## config.mk

```make
export PLATFORM = sky130hd
export DESIGN_NAME = interrupt_trap_control
export DESIGN_NICKNAME = d
export VERILOG_FILES = /design/src/itc_pkg.sv /design/src/interrupt_trap_control.sv /design/src/vector_synth.sv
export SDC_FILE = /design/constraint.sdc
export NUM_CORES = 1
export LEC_CHECK = 0
export BUFFER_PORTS_ARGS = -buffer_cell sky130_fd_sc_hd__buf_4
export CAP_MARGIN = 20
export CELL_PAD_IN_SITES_DETAIL_PLACEMENT = 0
export CELL_PAD_IN_SITES_GLOBAL_PLACEMENT = 1
export CORE_MARGIN = 4
export CORE_UTILIZATION = 32
export DETAILED_ROUTE_END_ITERATION = 7
export PLACE_DENSITY = 0.95
export SYNTH_ARGS = -nofsm -noshare
export SYNTH_HDL_FRONTEND = slang
export SYNTH_SLANG_ARGS = --single-unit
```

## constraint.sdc

```tcl
create_clock -name clk -period 3.44 [get_ports clk]
set_input_delay 0 -clock clk [delete_from_list [all_inputs] [get_ports clk]]
set_output_delay 0 -clock clk [all_outputs]
set_load 0.02 [all_outputs]
```

## src/itc_pkg.sv

```systemverilog
package itc_pkg;
  // ==========================================================
  // Register map
  // Printed offset 0x33 is not a multiple of four, so the offsets
  // are register indices and the byte address is four times
  localparam logic [7:0] vector_low_idx = 8'h33;
  localparam logic [7:0] int_trap_control_idx = 8'h34;
  localparam logic [7:0] irq_status_idx = 8'h35;
  localparam logic [7:0] irq_mask_idx = 8'h36;
  localparam logic [11:0] vector_low_addr = {2'h0, vector_low_idx, 2'h0};
  localparam logic [11:0] int_trap_control_addr =
    {2'h0, int_trap_control_idx, 2'h0};
  localparam logic [11:0] irq_status_addr = {2'h0, irq_status_idx, 2'h0};
  localparam logic [11:0] irq_mask_addr = {2'h0, irq_mask_idx, 2'h0};

  // ==========================================================
  // Field positions and reset values
  localparam int trap_bit = 7;
  localparam int offset_bit = 6;
  localparam int en2_bit = 2;
  localparam int en1_bit = 1;
  localparam int en0_bit = 0;
  localparam int vec_hi = 7;
  localparam int vec_lo = 5;
  localparam logic [2:0] vec_reset = 3'h0;
  localparam logic [2:0] enable_reset = 3'h1;
  localparam logic [4:0] vec_low_bits_zero = 5'h00;
  localparam logic [15:0] restart_address = 16'h0000;
  localparam logic [15:0] pc_step = 16'h0001;

  // Interrupt status bits: trap taken, vectored request seen
  localparam int ev_trap = 0;
  localparam int ev_vector = 1;
  localparam int num_events = 2;

  // Source numbering for the vector: bits 4..1 of the vector
  localparam int num_sources = 9;

  // ==========================================================
  // Types
  typedef enum logic [1:0] {
    st_idle = 2'b00,
    st_push_hi = 2'b01,
    st_push_lo = 2'b10,
    st_jump = 2'b11
  } trap_state_e;

  typedef struct packed {
    logic [31:0] paddr;
    logic psel;
    logic penable;
    logic pwrite;
    logic [31:0] pwdata;
  } apb_req_s;

  typedef struct packed {
    logic [31:0] prdata;
    logic pready;
    logic pslverr;
  } apb_rsp_s;

  typedef struct packed {
    logic fetch_valid;
    logic ack_mode0;
    logic undefined;
    logic second_byte_plus;
    logic [15:0] pc;
  } fetch_s;

  typedef struct packed {
    logic push_valid;
    logic [7:0] push_data;
    logic jump_valid;
    logic [15:0] jump_addr;
    logic trap_busy;
  } trap_out_s;
endpackage : itc_pkg

```

## src/interrupt_trap_control.sv

```systemverilog
// Design decision made here: the APB slave port.
`timescale 1ns/1ps
module interrupt_trap_control (
  // Clock and reset
  input wire logic clk,
  input wire logic nrst,
  // APB slave
  input wire itc_pkg::apb_req_s apb_req,
  output itc_pkg::apb_rsp_s apb_rsp,
  // Core fetch side
  input wire itc_pkg::fetch_s fetch,
  output itc_pkg::trap_out_s trap_out,
  // External interrupt pins, active low
  input wire logic ext_irq_zero_n,
  input wire logic ext_irq_one_n,
  input wire logic ext_irq_two_n,
  // On-chip sources of level zero group
  input wire logic [1:0] dma_req,
  input wire logic [1:0] async_serial_channel_req,
  input wire logic [1:0] reload_timer_req,
  input wire logic csio_req,
  // Requests to the core, gated by enables; on-chip sources reach vector_req ungated
  output logic ext_irq_zero,
  output logic ext_irq_one,
  output logic ext_irq_two,
  output logic level_zero_req,
  output logic vector_req,
  output logic [7:0] vector,
  // Summary interrupt
  output logic irq
);
  // ==========================================================
  // State
  typedef struct packed {
    logic [2:0] vec_bits;
    logic trap_flag;
    logic fetch_byte_offset;
    logic [2:0] enables;
    logic [itc_pkg::num_events-1:0] status;
    logic [itc_pkg::num_events-1:0] mask;
    itc_pkg::trap_state_e st;
    logic [15:0] saved_pc;
    logic [31:0] rdata;
    logic [2:0] pin0;
    logic [2:0] pin1;
    logic vec_req_d;
  } state_s;

  state_s cur_ff;
  state_s nxt_ff;

  logic wr_en;
  logic rd_en;
  logic trap_hit;
  logic [2:0] pins;
  logic [itc_pkg::num_sources-1:0] src_req;
  logic any_src;
  logic [7:0] vec_w;
  logic [itc_pkg::num_events-1:0] ev;

  function automatic logic hit(input logic [31:0] a, input logic [11:0] r);
    hit = (a[11:0] == r) && (a[31:12] == 20'h00000);
  endfunction : hit

  // ==========================================================
  // Decode
  assign wr_en = apb_req.psel && apb_req.penable && apb_req.pwrite;
  assign rd_en = apb_req.psel && !apb_req.penable && !apb_req.pwrite;
  assign trap_hit = fetch.undefined && (fetch.fetch_valid
    || fetch.ack_mode0) && (cur_ff.st == itc_pkg::st_idle);

  // Pins pass two flops before use, active low
  assign pins = ~cur_ff.pin1;
  assign ext_irq_zero = pins[0] && cur_ff.enables[itc_pkg::en0_bit];
  assign ext_irq_one = pins[1] && cur_ff.enables[itc_pkg::en1_bit];
  assign ext_irq_two = pins[2] && cur_ff.enables[itc_pkg::en2_bit];

  assign src_req = {csio_req, reload_timer_req, async_serial_channel_req,
    dma_req, ext_irq_two, ext_irq_one};

  vector_synth u_vec (
    .src_req(src_req),
    .vec_upper(cur_ff.vec_bits),
    .any_req(any_src),
    .vector(vec_w)
  );

  // Level zero group gated by bit 0
  assign level_zero_req = (|{csio_req, reload_timer_req,
    async_serial_channel_req, dma_req})
    && cur_ff.enables[itc_pkg::en0_bit];
  assign vector_req = any_src;
  assign vector = vec_w;

  assign ev[itc_pkg::ev_trap] = trap_hit;
  assign ev[itc_pkg::ev_vector] = any_src && !cur_ff.vec_req_d;
  assign irq = |(cur_ff.status & cur_ff.mask);

  // ==========================================================
  // Next state
  always_comb begin
    nxt_ff = cur_ff;
    nxt_ff.pin0 = {ext_irq_two_n, ext_irq_one_n, ext_irq_zero_n};
    nxt_ff.pin1 = cur_ff.pin0;
    nxt_ff.vec_req_d = any_src;
    // Set wins over write-one-to-clear
    nxt_ff.status = cur_ff.status | ev;
    if (wr_en && hit(apb_req.paddr, itc_pkg::vector_low_addr)) begin
      nxt_ff.vec_bits = apb_req.pwdata[itc_pkg::vec_hi:itc_pkg::vec_lo];
    end
    if (wr_en && hit(apb_req.paddr, itc_pkg::int_trap_control_addr)) begin
      if (!apb_req.pwdata[itc_pkg::trap_bit]) begin
        nxt_ff.trap_flag = 1'b0;
      end
      nxt_ff.enables =
        apb_req.pwdata[itc_pkg::en2_bit:itc_pkg::en0_bit];
    end
    if (wr_en && hit(apb_req.paddr, itc_pkg::irq_status_addr)) begin
      nxt_ff.status = (cur_ff.status
        & ~apb_req.pwdata[itc_pkg::num_events-1:0]) | ev;
    end
    if (wr_en && hit(apb_req.paddr, itc_pkg::irq_mask_addr)) begin
      nxt_ff.mask = apb_req.pwdata[itc_pkg::num_events-1:0];
    end
    // Trap sequence: flag, push PC high then low, jump to restart
    case (cur_ff.st)
      itc_pkg::st_idle: begin
        if (trap_hit) begin
          nxt_ff.trap_flag = 1'b1;
          nxt_ff.fetch_byte_offset = fetch.second_byte_plus;
          nxt_ff.saved_pc = fetch.pc - itc_pkg::pc_step;
          nxt_ff.st = itc_pkg::st_push_hi;
        end
      end
      itc_pkg::st_push_hi: nxt_ff.st = itc_pkg::st_push_lo;
      itc_pkg::st_push_lo: nxt_ff.st = itc_pkg::st_jump;
      itc_pkg::st_jump: nxt_ff.st = itc_pkg::st_idle;
      default: nxt_ff.st = itc_pkg::st_idle;
    endcase
    // Read data captured in setup, held through access
    if (rd_en) begin
      nxt_ff.rdata = 32'h00000000;
      if (hit(apb_req.paddr, itc_pkg::vector_low_addr)) begin
        nxt_ff.rdata[7:0] = {cur_ff.vec_bits, itc_pkg::vec_low_bits_zero};
      end else if (hit(apb_req.paddr, itc_pkg::int_trap_control_addr)) begin
        nxt_ff.rdata[7:0] = {cur_ff.trap_flag, cur_ff.fetch_byte_offset,
          3'h0, cur_ff.enables};
      end else if (hit(apb_req.paddr, itc_pkg::irq_status_addr)) begin
        nxt_ff.rdata[itc_pkg::num_events-1:0] = cur_ff.status;
      end else if (hit(apb_req.paddr, itc_pkg::irq_mask_addr)) begin
        nxt_ff.rdata[itc_pkg::num_events-1:0] = cur_ff.mask;
      end
    end
  end

  always_ff @(posedge clk) begin
    if (!nrst) begin
      cur_ff <= '0;
      cur_ff.vec_bits <= itc_pkg::vec_reset;
      cur_ff.trap_flag <= 1'b0;
      cur_ff.enables <= itc_pkg::enable_reset;
      cur_ff.st <= itc_pkg::st_idle;
      cur_ff.pin0 <= 3'h7;
      cur_ff.pin1 <= 3'h7;
    end else begin
      cur_ff <= nxt_ff;
    end
  end

  // ==========================================================
  // Outputs
  always_comb begin
    apb_rsp.prdata = cur_ff.rdata;
    apb_rsp.pready = 1'b1;
    apb_rsp.pslverr = 1'b0;
    trap_out.trap_busy = cur_ff.st != itc_pkg::st_idle;
    trap_out.push_valid = (cur_ff.st == itc_pkg::st_push_hi)
      || (cur_ff.st == itc_pkg::st_push_lo);
    trap_out.push_data = (cur_ff.st == itc_pkg::st_push_hi)
      ? cur_ff.saved_pc[15:8] : cur_ff.saved_pc[7:0];
    trap_out.jump_valid = cur_ff.st == itc_pkg::st_jump;
    trap_out.jump_addr = itc_pkg::restart_address;
  end

  // ==========================================================
  // Checks: trap flag and trap sequence
  a_trap_sets_flag: assert property (
    @(posedge clk) disable iff (!nrst)
    trap_hit |=> cur_ff.trap_flag)
    else $error("trap flag not set");
  a_flag_no_sw_set: assert property (
    @(posedge clk) disable iff (!nrst)
    !cur_ff.trap_flag && !trap_hit |=> !cur_ff.trap_flag)
    else $error("trap flag set without trap");
  // A trap in the same cycle wins, so it is left out here
  a_flag_clear: assert property (
    @(posedge clk) disable iff (!nrst)
    wr_en && hit(apb_req.paddr, itc_pkg::int_trap_control_addr)
    && !apb_req.pwdata[itc_pkg::trap_bit] && !trap_hit
    |=> !cur_ff.trap_flag)
    else $error("trap flag not cleared");
  a_offset_capture: assert property (
    @(posedge clk) disable iff (!nrst)
    trap_hit |=> cur_ff.fetch_byte_offset == $past(fetch.second_byte_plus))
    else $error("offset bit not captured");
  a_offset_ro: assert property (
    @(posedge clk) disable iff (!nrst)
    wr_en && hit(apb_req.paddr, itc_pkg::int_trap_control_addr)
    && !trap_hit |=> $stable(cur_ff.fetch_byte_offset))
    else $error("offset bit written by software");
  a_trap_sequence: assert property (
    @(posedge clk) disable iff (!nrst)
    trap_hit |=> trap_out.push_valid ##1 trap_out.push_valid
    ##1 trap_out.jump_valid
    && trap_out.jump_addr == itc_pkg::restart_address)
    else $error("trap sequence wrong");
  a_saved_pc: assert property (
    @(posedge clk) disable iff (!nrst)
    trap_hit |=> cur_ff.saved_pc == $past(fetch.pc) - itc_pkg::pc_step)
    else $error("saved pc wrong");
  a_push_bytes: assert property (
    @(posedge clk) disable iff (!nrst)
    trap_out.push_valid && !$past(trap_out.push_valid)
    |-> trap_out.push_data == cur_ff.saved_pc[15:8])
    else $error("high pc byte not pushed first");

  // ==========================================================
  // Checks: reset values
  a_reset_values: assert property (
    @(posedge clk)
    $rose(nrst) |-> cur_ff.enables == itc_pkg::enable_reset
    && !cur_ff.trap_flag && cur_ff.vec_bits == itc_pkg::vec_reset)
    else $error("bad reset values");
  a_flag_reset: assert property (
    @(posedge clk)
    !nrst |=> !cur_ff.trap_flag)
    else $error("trap flag survives reset");
  a_vec_reset: assert property (
    @(posedge clk)
    !nrst |=> cur_ff.vec_bits == itc_pkg::vec_reset)
    else $error("vector bits survive reset");
  a_enable_reset: assert property (
    @(posedge clk)
    !nrst |=> cur_ff.enables == itc_pkg::enable_reset)
    else $error("enables not reset");

  // ==========================================================
  // Checks: registers, gating and vector
  a_vec_write: assert property (
    @(posedge clk) disable iff (!nrst)
    wr_en && hit(apb_req.paddr, itc_pkg::vector_low_addr)
    |=> cur_ff.vec_bits
    == $past(apb_req.pwdata[itc_pkg::vec_hi:itc_pkg::vec_lo]))
    else $error("vector bits not written");
  a_enable_write: assert property (
    @(posedge clk) disable iff (!nrst)
    wr_en && hit(apb_req.paddr, itc_pkg::int_trap_control_addr)
    |=> cur_ff.enables
    == $past(apb_req.pwdata[itc_pkg::en2_bit:itc_pkg::en0_bit]))
    else $error("enables not written");
  a_unused_zero: assert property (
    @(posedge clk) disable iff (!nrst)
    rd_en && hit(apb_req.paddr, itc_pkg::int_trap_control_addr)
    |=> cur_ff.rdata[5:3] == 3'h0)
    else $error("unused bits not zero");
  a_gate_zero: assert property (
    @(posedge clk) disable iff (!nrst)
    level_zero_req |-> cur_ff.enables[itc_pkg::en0_bit])
    else $error("level zero gating wrong");
  a_gate_pin_zero: assert property (
    @(posedge clk) disable iff (!nrst)
    ext_irq_zero |-> cur_ff.enables[itc_pkg::en0_bit])
    else $error("ext zero gating wrong");
  // Two cycles back is the pin level the synchroniser now shows
  a_gate_one: assert property (
    @(posedge clk) disable iff (!nrst)
    ext_irq_one |-> cur_ff.enables[itc_pkg::en1_bit]
    && !$past(ext_irq_one_n, 2))
    else $error("ext one gating wrong");
  a_gate_two: assert property (
    @(posedge clk) disable iff (!nrst)
    ext_irq_two |-> cur_ff.enables[itc_pkg::en2_bit])
    else $error("ext two gating wrong");
  a_vector_upper: assert property (
    @(posedge clk) disable iff (!nrst)
    vector_req
    |-> vector[itc_pkg::vec_hi:itc_pkg::vec_lo] == cur_ff.vec_bits)
    else $error("vector upper bits wrong");

  // ==========================================================
  // Cover points
  c_trap: cover property (@(posedge clk) disable iff (!nrst)
    trap_hit && fetch.ack_mode0);
  c_irq: cover property (@(posedge clk) disable iff (!nrst) irq);
  c_clear: cover property (@(posedge clk) disable iff (!nrst)
    cur_ff.trap_flag ##1 !cur_ff.trap_flag);
  c_reset_after_trap: cover property (@(posedge clk)
    cur_ff.trap_flag ##1 !nrst);
  c_vector_two: cover property (@(posedge clk) disable iff (!nrst)
    vector_req && vector[4:1] == 4'h1);
endmodule : interrupt_trap_control

```

## src/vector_synth.sv

```systemverilog
`timescale 1ns/1ps
// Priority pick of sources (pins one and two, then on-chip) and vector forming.
module vector_synth (
  // Sources, index 0 is highest priority
  input wire logic [itc_pkg::num_sources-1:0] src_req,
  // Upper vector bits
  input wire logic [2:0] vec_upper,
  // Result
  output logic any_req,
  output logic [7:0] vector
);
  logic [3:0] pick;

  always_comb begin
    pick = 4'h0;
    any_req = 1'b0;
    for (int i = itc_pkg::num_sources - 1; i >= 0; i--) begin
      if (src_req[i]) begin
        pick = 4'(i);
        any_req = 1'b1;
      end
    end
    vector = {vec_upper, pick, 1'b0};
  end
endmodule : vector_synth

```

==> results.py, run 1 <==
metrics = {
    "run_status": {
        "outcome": "complete, no violations",
    },
    "logic_synthesis": {
        "synth-edff-count": 0,
        "async_flop_share_pct": 0,
        "ys_ff_latch": 43,
        "netlist_area_um2": 2715,
        "netlist_instances": 320,
        "ys_top_cells_by_area": "dfxtp_1, buf_4, o21ai_0",
        "ys_seq_area_share_pct": 31.71,
        "synth_area_leader_cell": "dfxtp_1",
        "avgSynthCellArea_um2": 8.485,
        "synth_top_flop_cell": "dfxtp_1",
        "synth_top_cell_area_share_pct": 31.71,
        "yosysWarnings": 0,
        "synthDistinctLibCells": 44,
    },
    "grt": {
        "antenna_found_initial": 0,
        "grt.overflow.total": 0,
        "grt_pass1_wl_um": 10830,
        "grt_util_all_layers_pct": 13.34,
        "grt_pass1_vias": 2334,
        "grt_max_degree": 32,
    },
    "timing": {
        "rsz0062_at_grt": "no",
        "max_freq_mhz": 572.4,
        "min_period_over_period_pct": 50.79,
        "final.min_clock_period_ns": 1.747,
        "finClkSkew_ns": 0.009564,
        "hold_viol_final": 0,
        "setup_viol": 0,
        "fin_tns_setup_ns": 0,
        "slew_headroom_pct": 53.85,
        "finalMaxSlewViolations": 0,
        "tightest_slew_ns": 0.6860,
    },
    "clock_network": {
        "cts_tree": "built",
        "root_buffer": "clkbuf_8",
        "clock_latency_ns": 0.29,
        "htreeDepth": 2,
        "path_clk_slew_ns": 0.08,
        "numCtsBuffers": 5,
        "cts.repair.resized": 0,
        "clock_path_buffers": 2,
        "cts_sinks": 43,
    },
    "finish": {
        "drive_gt1_share_pct": 32.62,
        "most-common-layout-cells": "buf_4, conb_1, dfxtp_1",
        "syn_to_final_growth_pct": 31.06,
        "final_common_cell": "buf_4",
        "num_antenna_cells": 0,
        "stdcell_area_um2": 3558,
        "fin_nets": 527,
    },
    "power": {
        "seqPwrFrac_pct": 39.9,
        "switching_share_pct": 35.49,
        "peakVddDrop_mv": 0.3022,
        "comb_power_share_pct": 39.1,
        "power_switching_uw": 543.7,
        "p_leak_uw": 0.001576,
        "powerDensity_nw_per_um2": 430.6,
        "internal-power_uw": 988.4,
        "pwr-share-clk_pct": 21.1,
    },
    "critical_path": {
        "worstReg2RegStart": "cur_ff[55]",
        "worstPathMaxFanout": 5,
        "reg2reg_to": "cur_ff[44]",
        "worst-endpoint-required_ns": 3.44,
        "startpoint_type": "flip-flop",
        "r2r_slack_ns": 1.75,
        "critPathKind": "reg -> out",
        "reg2reg_depth": 7,
        "crit_arrival_ns": 1.75,
        "end_kind": "output pin",
    },
    "detailed_routing": {
        "drcViolationCount": 0,
        "drt_iter0_drc": 86,
        "via_count": 2408,
        "post_drt_wl_per_cell_um": 13.06,
        "drt-total-wl_um": 6898,
        "ant_nets": 0,
        "dr.pass1.iters": 4,
        "avgViaCountPerCell": 4.561,
    },
    "hold_path": {
        "hold_path.class": "in -> reg",
        "min_to": "cur_ff[54]",
        "holdPathStages": 3,
        "hp-start": "fetch[15]",
    },
    "placed_design": {
        "io_buffers": 102,
        "place_area_um2": 3341,
        "gp_congestion": 0.8565,
        "dp.final_hpwl_um": 5545,
    },
    "run": {
        "maxCapViolCount": 0,
    },
    "floorplan": {
        "start_util_pct": 33.04,
        "ioPinCount": 174,
        "die_h_um": 100.1,
        "die_x_um": 100.1,
        "fp.coreArea_um2": 8217,
        "die_area_um2": 10020,
        "num_rows": 33,
    },
}
-- layer usage --
metal  vias up  wire (µm)  track usage, %
met5         -          0               0
met4         0         70           3.523
met3         9        584           4.031
met2        93       3626           25.14
met1      1090       2616           14.39
li1       1216          -               -
-- power by group through the flow --
stage | Clock [µW] | Combinational [µW] | Sequential (µW)
floorplan | 0 | 413 | 609
global placement | 0 | 577 | 616
detailed placement | 0 | 591 | 621
CTS | 336 | 607 | 611
global route | 359 | 654 | 621
finish | 323 | 599 | 611
-- through the flow --
step                      setup WS [ns]  utilization [%]  instances  hold slack (ns)  power, µW
after floorplan                   1.848                -        363          0.09563       1022
after global placement            1.839            40.66        508           0.1853       1193
after detailed placement          1.773            40.66        508           0.1867       1212
after CTS                         1.640            43.31        528         0.001586       1554
after global routing              1.517            43.31        528         0.005841       1634
final                             1.693            43.31        528         0.004380       1532
-- repair_timing --
item | in CTS | in global routing
hold buffers | 13 | 0
setup buffers | 0 | 0
setup endpoints to repair | 0 | 0
hold endpoints to repair | 17 | 0
-- layout make-up --
| cell class | instances | area [µm²] |
|---|---|---|
| Tap cell | 105 | 131.4 |
| Clock buffer | 6 | 82.58 |
| Multi-Input combinational cell | 248 | 1541 |
| Clock inverter | 1 | 5.005 |
| Timing Repair Buffer | 116 | 903.4 |
| Sequential cell | 43 | 860.8 |
| Inverter | 9 | 33.78 |
| Fill cell | 810 | 4658 |
-- logic make-up after synthesis --
group | synth area share, %
and+or+nand+nor | 25.72
buffers and inverters | 17.56
AOI/OAI and AO/OA | 11.94
DFF | 31.71
muxes | 6.636
xor gates and xnor gates | 3.871
adders and majority gates | 2.304
other | 0.2766
-- cell usage after synthesis (2+ instances only) --
master     n
ha_1       5
clkbuf_1   6
nand4_1    5
nand2_1   23
a21oi_1   18
mux2i_1    9
and3b_1    2
a22oi_1    2
nor3_1     6
and3_1     2
o31ai_1    2
mux2_2     8
dfxtp_1   43
buf_1      2
nor4b_4    2
nor4_1    10
nand3_1    7
and4_4     2
conb_1     2
a211oi_1   5
nor2_2     5
nor2b_1   10
nand2b_1   6
xnor2_1    9
o21ai_0   23
buf_4     55
nor4_2     3
nor2_1    19
xor2_1     3
a31oi_1    3
inv_1      9
nor4_4     2
-- flip-flops by register name (all words and copies together), names as in the netlist --
signal and flops:
cur_ff 37, apb_rsp 6
-- worst max-delay path by stage --
stage / from / endpoint / slack, ns / cells past startpoint
finish: cur_ff[62] / vector[4] / 1.69 / 4
detailed placement: cur_ff[55] / cur_ff[44] / 1.77 / 7
floorplan: cur_ff[55] / cur_ff[42] / 1.85 / 7
global placement: cur_ff[62] / cur_ff[60] / 1.84 / 5
CTS: cur_ff[62] / vector[4] / 1.64 / 4
global route: cur_ff[62] / vector[3] / 1.52 / 4
-- worst max-delay path, cell delays in order, from the launching register on --
cell,delay [ns]
dfxtp_1,0.33
nor2b_1,0.17
nor4_1,0.59
and3_1,0.24
buf_4,0.14
(Power assumes the default switching activity.)
==> run 2: changes to the inputs <==
- CORE_UTILIZATION: 32 -> 29
- PLACE_DENSITY: 0.95 -> 0.92
- clock period: 3.44 -> 1.81 ns (I/O delays scaled with it)
==> run 2 against run 1 <==
  * Die area rose by 9.5%
  * Sequential power up 90%
  * Combinational power grew 94%
  * Power is 110% higher
  * Via count increased by 1.1%
  * Routed wire length is 0.58% higher
  * First-iteration DRC count fell by 35%
  * Sequential share of layout area decreased by 0.69 points
  * Clock power rose to 2.8 times the previous value
  * Design area grew 2.9%
  * Critical path type unchanged
==> results.py, run 2 (synthesis results as in run 1) <==
metrics = {
    "grt": {
        "antenna_found_initial": 0,
        "grt_util_all_layers_pct": 12.07,
        "grt.overflow.total": 0,
        "grt_pass1_vias": 2412,
        "grt_max_degree": 32,
        "grt_pass1_wl_um": 11040,
    },
    "timing": {
        "max_freq_mhz": 582.7,
        "min_period_over_period_pct": 94.81,
        "setup_viol": 0,
        "hold_viol_final": 0,
        "slew_headroom_pct": 64.45,
        "tightest_slew_ns": 0.5276,
        "finClkSkew_ns": 0.007303,
        "fin_tns_setup_ns": 0,
        "timing.final.ws_setup_ns": 0.09395,
        "finalMaxSlewViolations": 0,
        "rsz0062_at_grt": "no",
        "final.min_clock_period_ns": 1.716,
    },
    "clock_network": {
        "cts_sinks": 43,
        "htreeDepth": 2,
        "cts.repair.resized": 0,
        "cts_tree": "built",
        "numCtsBuffers": 5,
        "clock_path_buffers": 2,
        "path_clk_slew_ns": 0.08,
        "root_buffer": "clkbuf_8",
        "clock_latency_ns": 0.29,
    },
    "finish": {
        "drive_gt1_share_pct": 32.94,
        "final_common_cell": "buf_4",
        "most-common-layout-cells": "buf_4, conb_1, dfxtp_1",
        "stdcell_area_um2": 3662,
        "nFillCells": 950,
        "syn_to_final_growth_pct": 34.88,
        "largest_reg_flops": 37,
        "top_register": "cur_ff",
        "fin_nets": 531,
        "num_antenna_cells": 0,
    },
    "critical_path": {
        "worstPathMaxFanout": 8,
        "crit_arrival_ns": 1.72,
        "critPathKind": "reg -> out",
        "startpoint_type": "flip-flop",
        "worst-endpoint-required_ns": 1.81,
        "end_kind": "output pin",
    },
    "placed_design": {
        "dp.final_hpwl_um": 5610,
        "io_buffers": 102,
        "place_area_um2": 3376,
        "gp_congestion": 0.8306,
        "dpl_worst_slack_ns": 0.2026,
    },
    "detailed_routing": {
        "dr.pass1.iters": 4,
        "post_drt_wl_per_cell_um": 12.87,
        "drt_iter0_drc": 56,
        "drcViolationCount": 0,
        "via_count": 2435,
        "drt-total-wl_um": 6938,
        "routed-wl-met3_um": 498,
        "wl_met2_um": 3646,
        "ant_nets": 0,
        "avgViaCountPerCell": 4.518,
        "top_layer": "met4",
        "wl_met1_um": 2730,
    },
    "floorplan": {
        "num_rows": 35,
        "die_area_um2": 10970,
        "start_util_pct": 29.52,
        "fp.coreArea_um2": 9196,
        "die_x_um": 104.8,
        "ioPinCount": 174,
        "die_h_um": 104.8,
    },
    "power": {
        "peakVddDrop_mv": 0.5647,
        "powerDensity_nw_per_um2": 878.0,
        "p_leak_uw": 0.001615,
    },
    "run": {
        "maxCapViolCount": 0,
    },
    "run_status": {
        "outcome": "complete, no violations",
    },
    "hold_path": {
        "hold_path.class": "in -> reg",
    },
}
run 2: worst paths after layout:
check                   from  cells past startpoint  slack, ns      endpoint
hold reg to reg    cur_ff[6]                      1       0.41     cur_ff[3]
hold / removal     fetch[12]                      3       0.01    cur_ff[51]
setup / recovery  cur_ff[56]                      4       0.09  trap_out[21]
setup reg to reg  cur_ff[55]                      7       0.24    cur_ff[40]
run 2: timing repair:
| action | in CTS | in global routing |
|---|---|---|
| endpoints found under the hold margin | 19 | 0 |
| hold buffers | 15 | 0 |
| buffers inserted | 0 | 0 |
run 2: final cells by class:
class / count / area [µm²] / area share [%]
inverters: 9 / 33.78 / 0.9224
clock inverters: 3 / 67.56 / 1.845
well taps: 111 / 138.9 / 3.792
repair buffers: 120 / 950.9 / 25.97
clock buffers: 5 / 68.82 / 1.879
flip-flops and latches: 43 / 860.8 / 23.51
multi-input cells: 248 / 1541 / 42.09
run 2: per-stage QoR:
stage	utilization, %	cells	hold WS (ns)	power (µW)
3_3_place_gp	36.71	516	0.1834	2294
6_report	39.82	539	0.009835	3215
4_1_cts	39.82	539	0.00001801	3261
3_5_place_dp	36.71	516	0.1890	2327
2_1_floorplan	-	363	0.09563	1942
5_1_grt	39.82	539	0.007039	3408
run 2: report_power, final:
group          internal [µW]  leakage, µW  switching [µW]  total (µW)
Sequential              1090     0.000353            74.7        1160
Combinational            515      0.00120             647        1160
Clock                    550    0.0000644             343         893
run 2: worst max-delay path, stage by stage, from the launching register on:
cell and delay, ns:
dfxtp_1 0.35, inv_1 0.09, ha_1 0.42, mux2_2 0.40, buf_4 0.16
run 2: metal layers:
| metal | vias to the layer above | global-route usage, % |
|---|---|---|
| li1 | 1230 | - |
| met1 | 1120 | 13.09 |
| met2 | 78 | 23.05 |
| met3 | 7 | 3.644 |
| met4 | 0 | 2.249 |
| met5 | - | 0 |
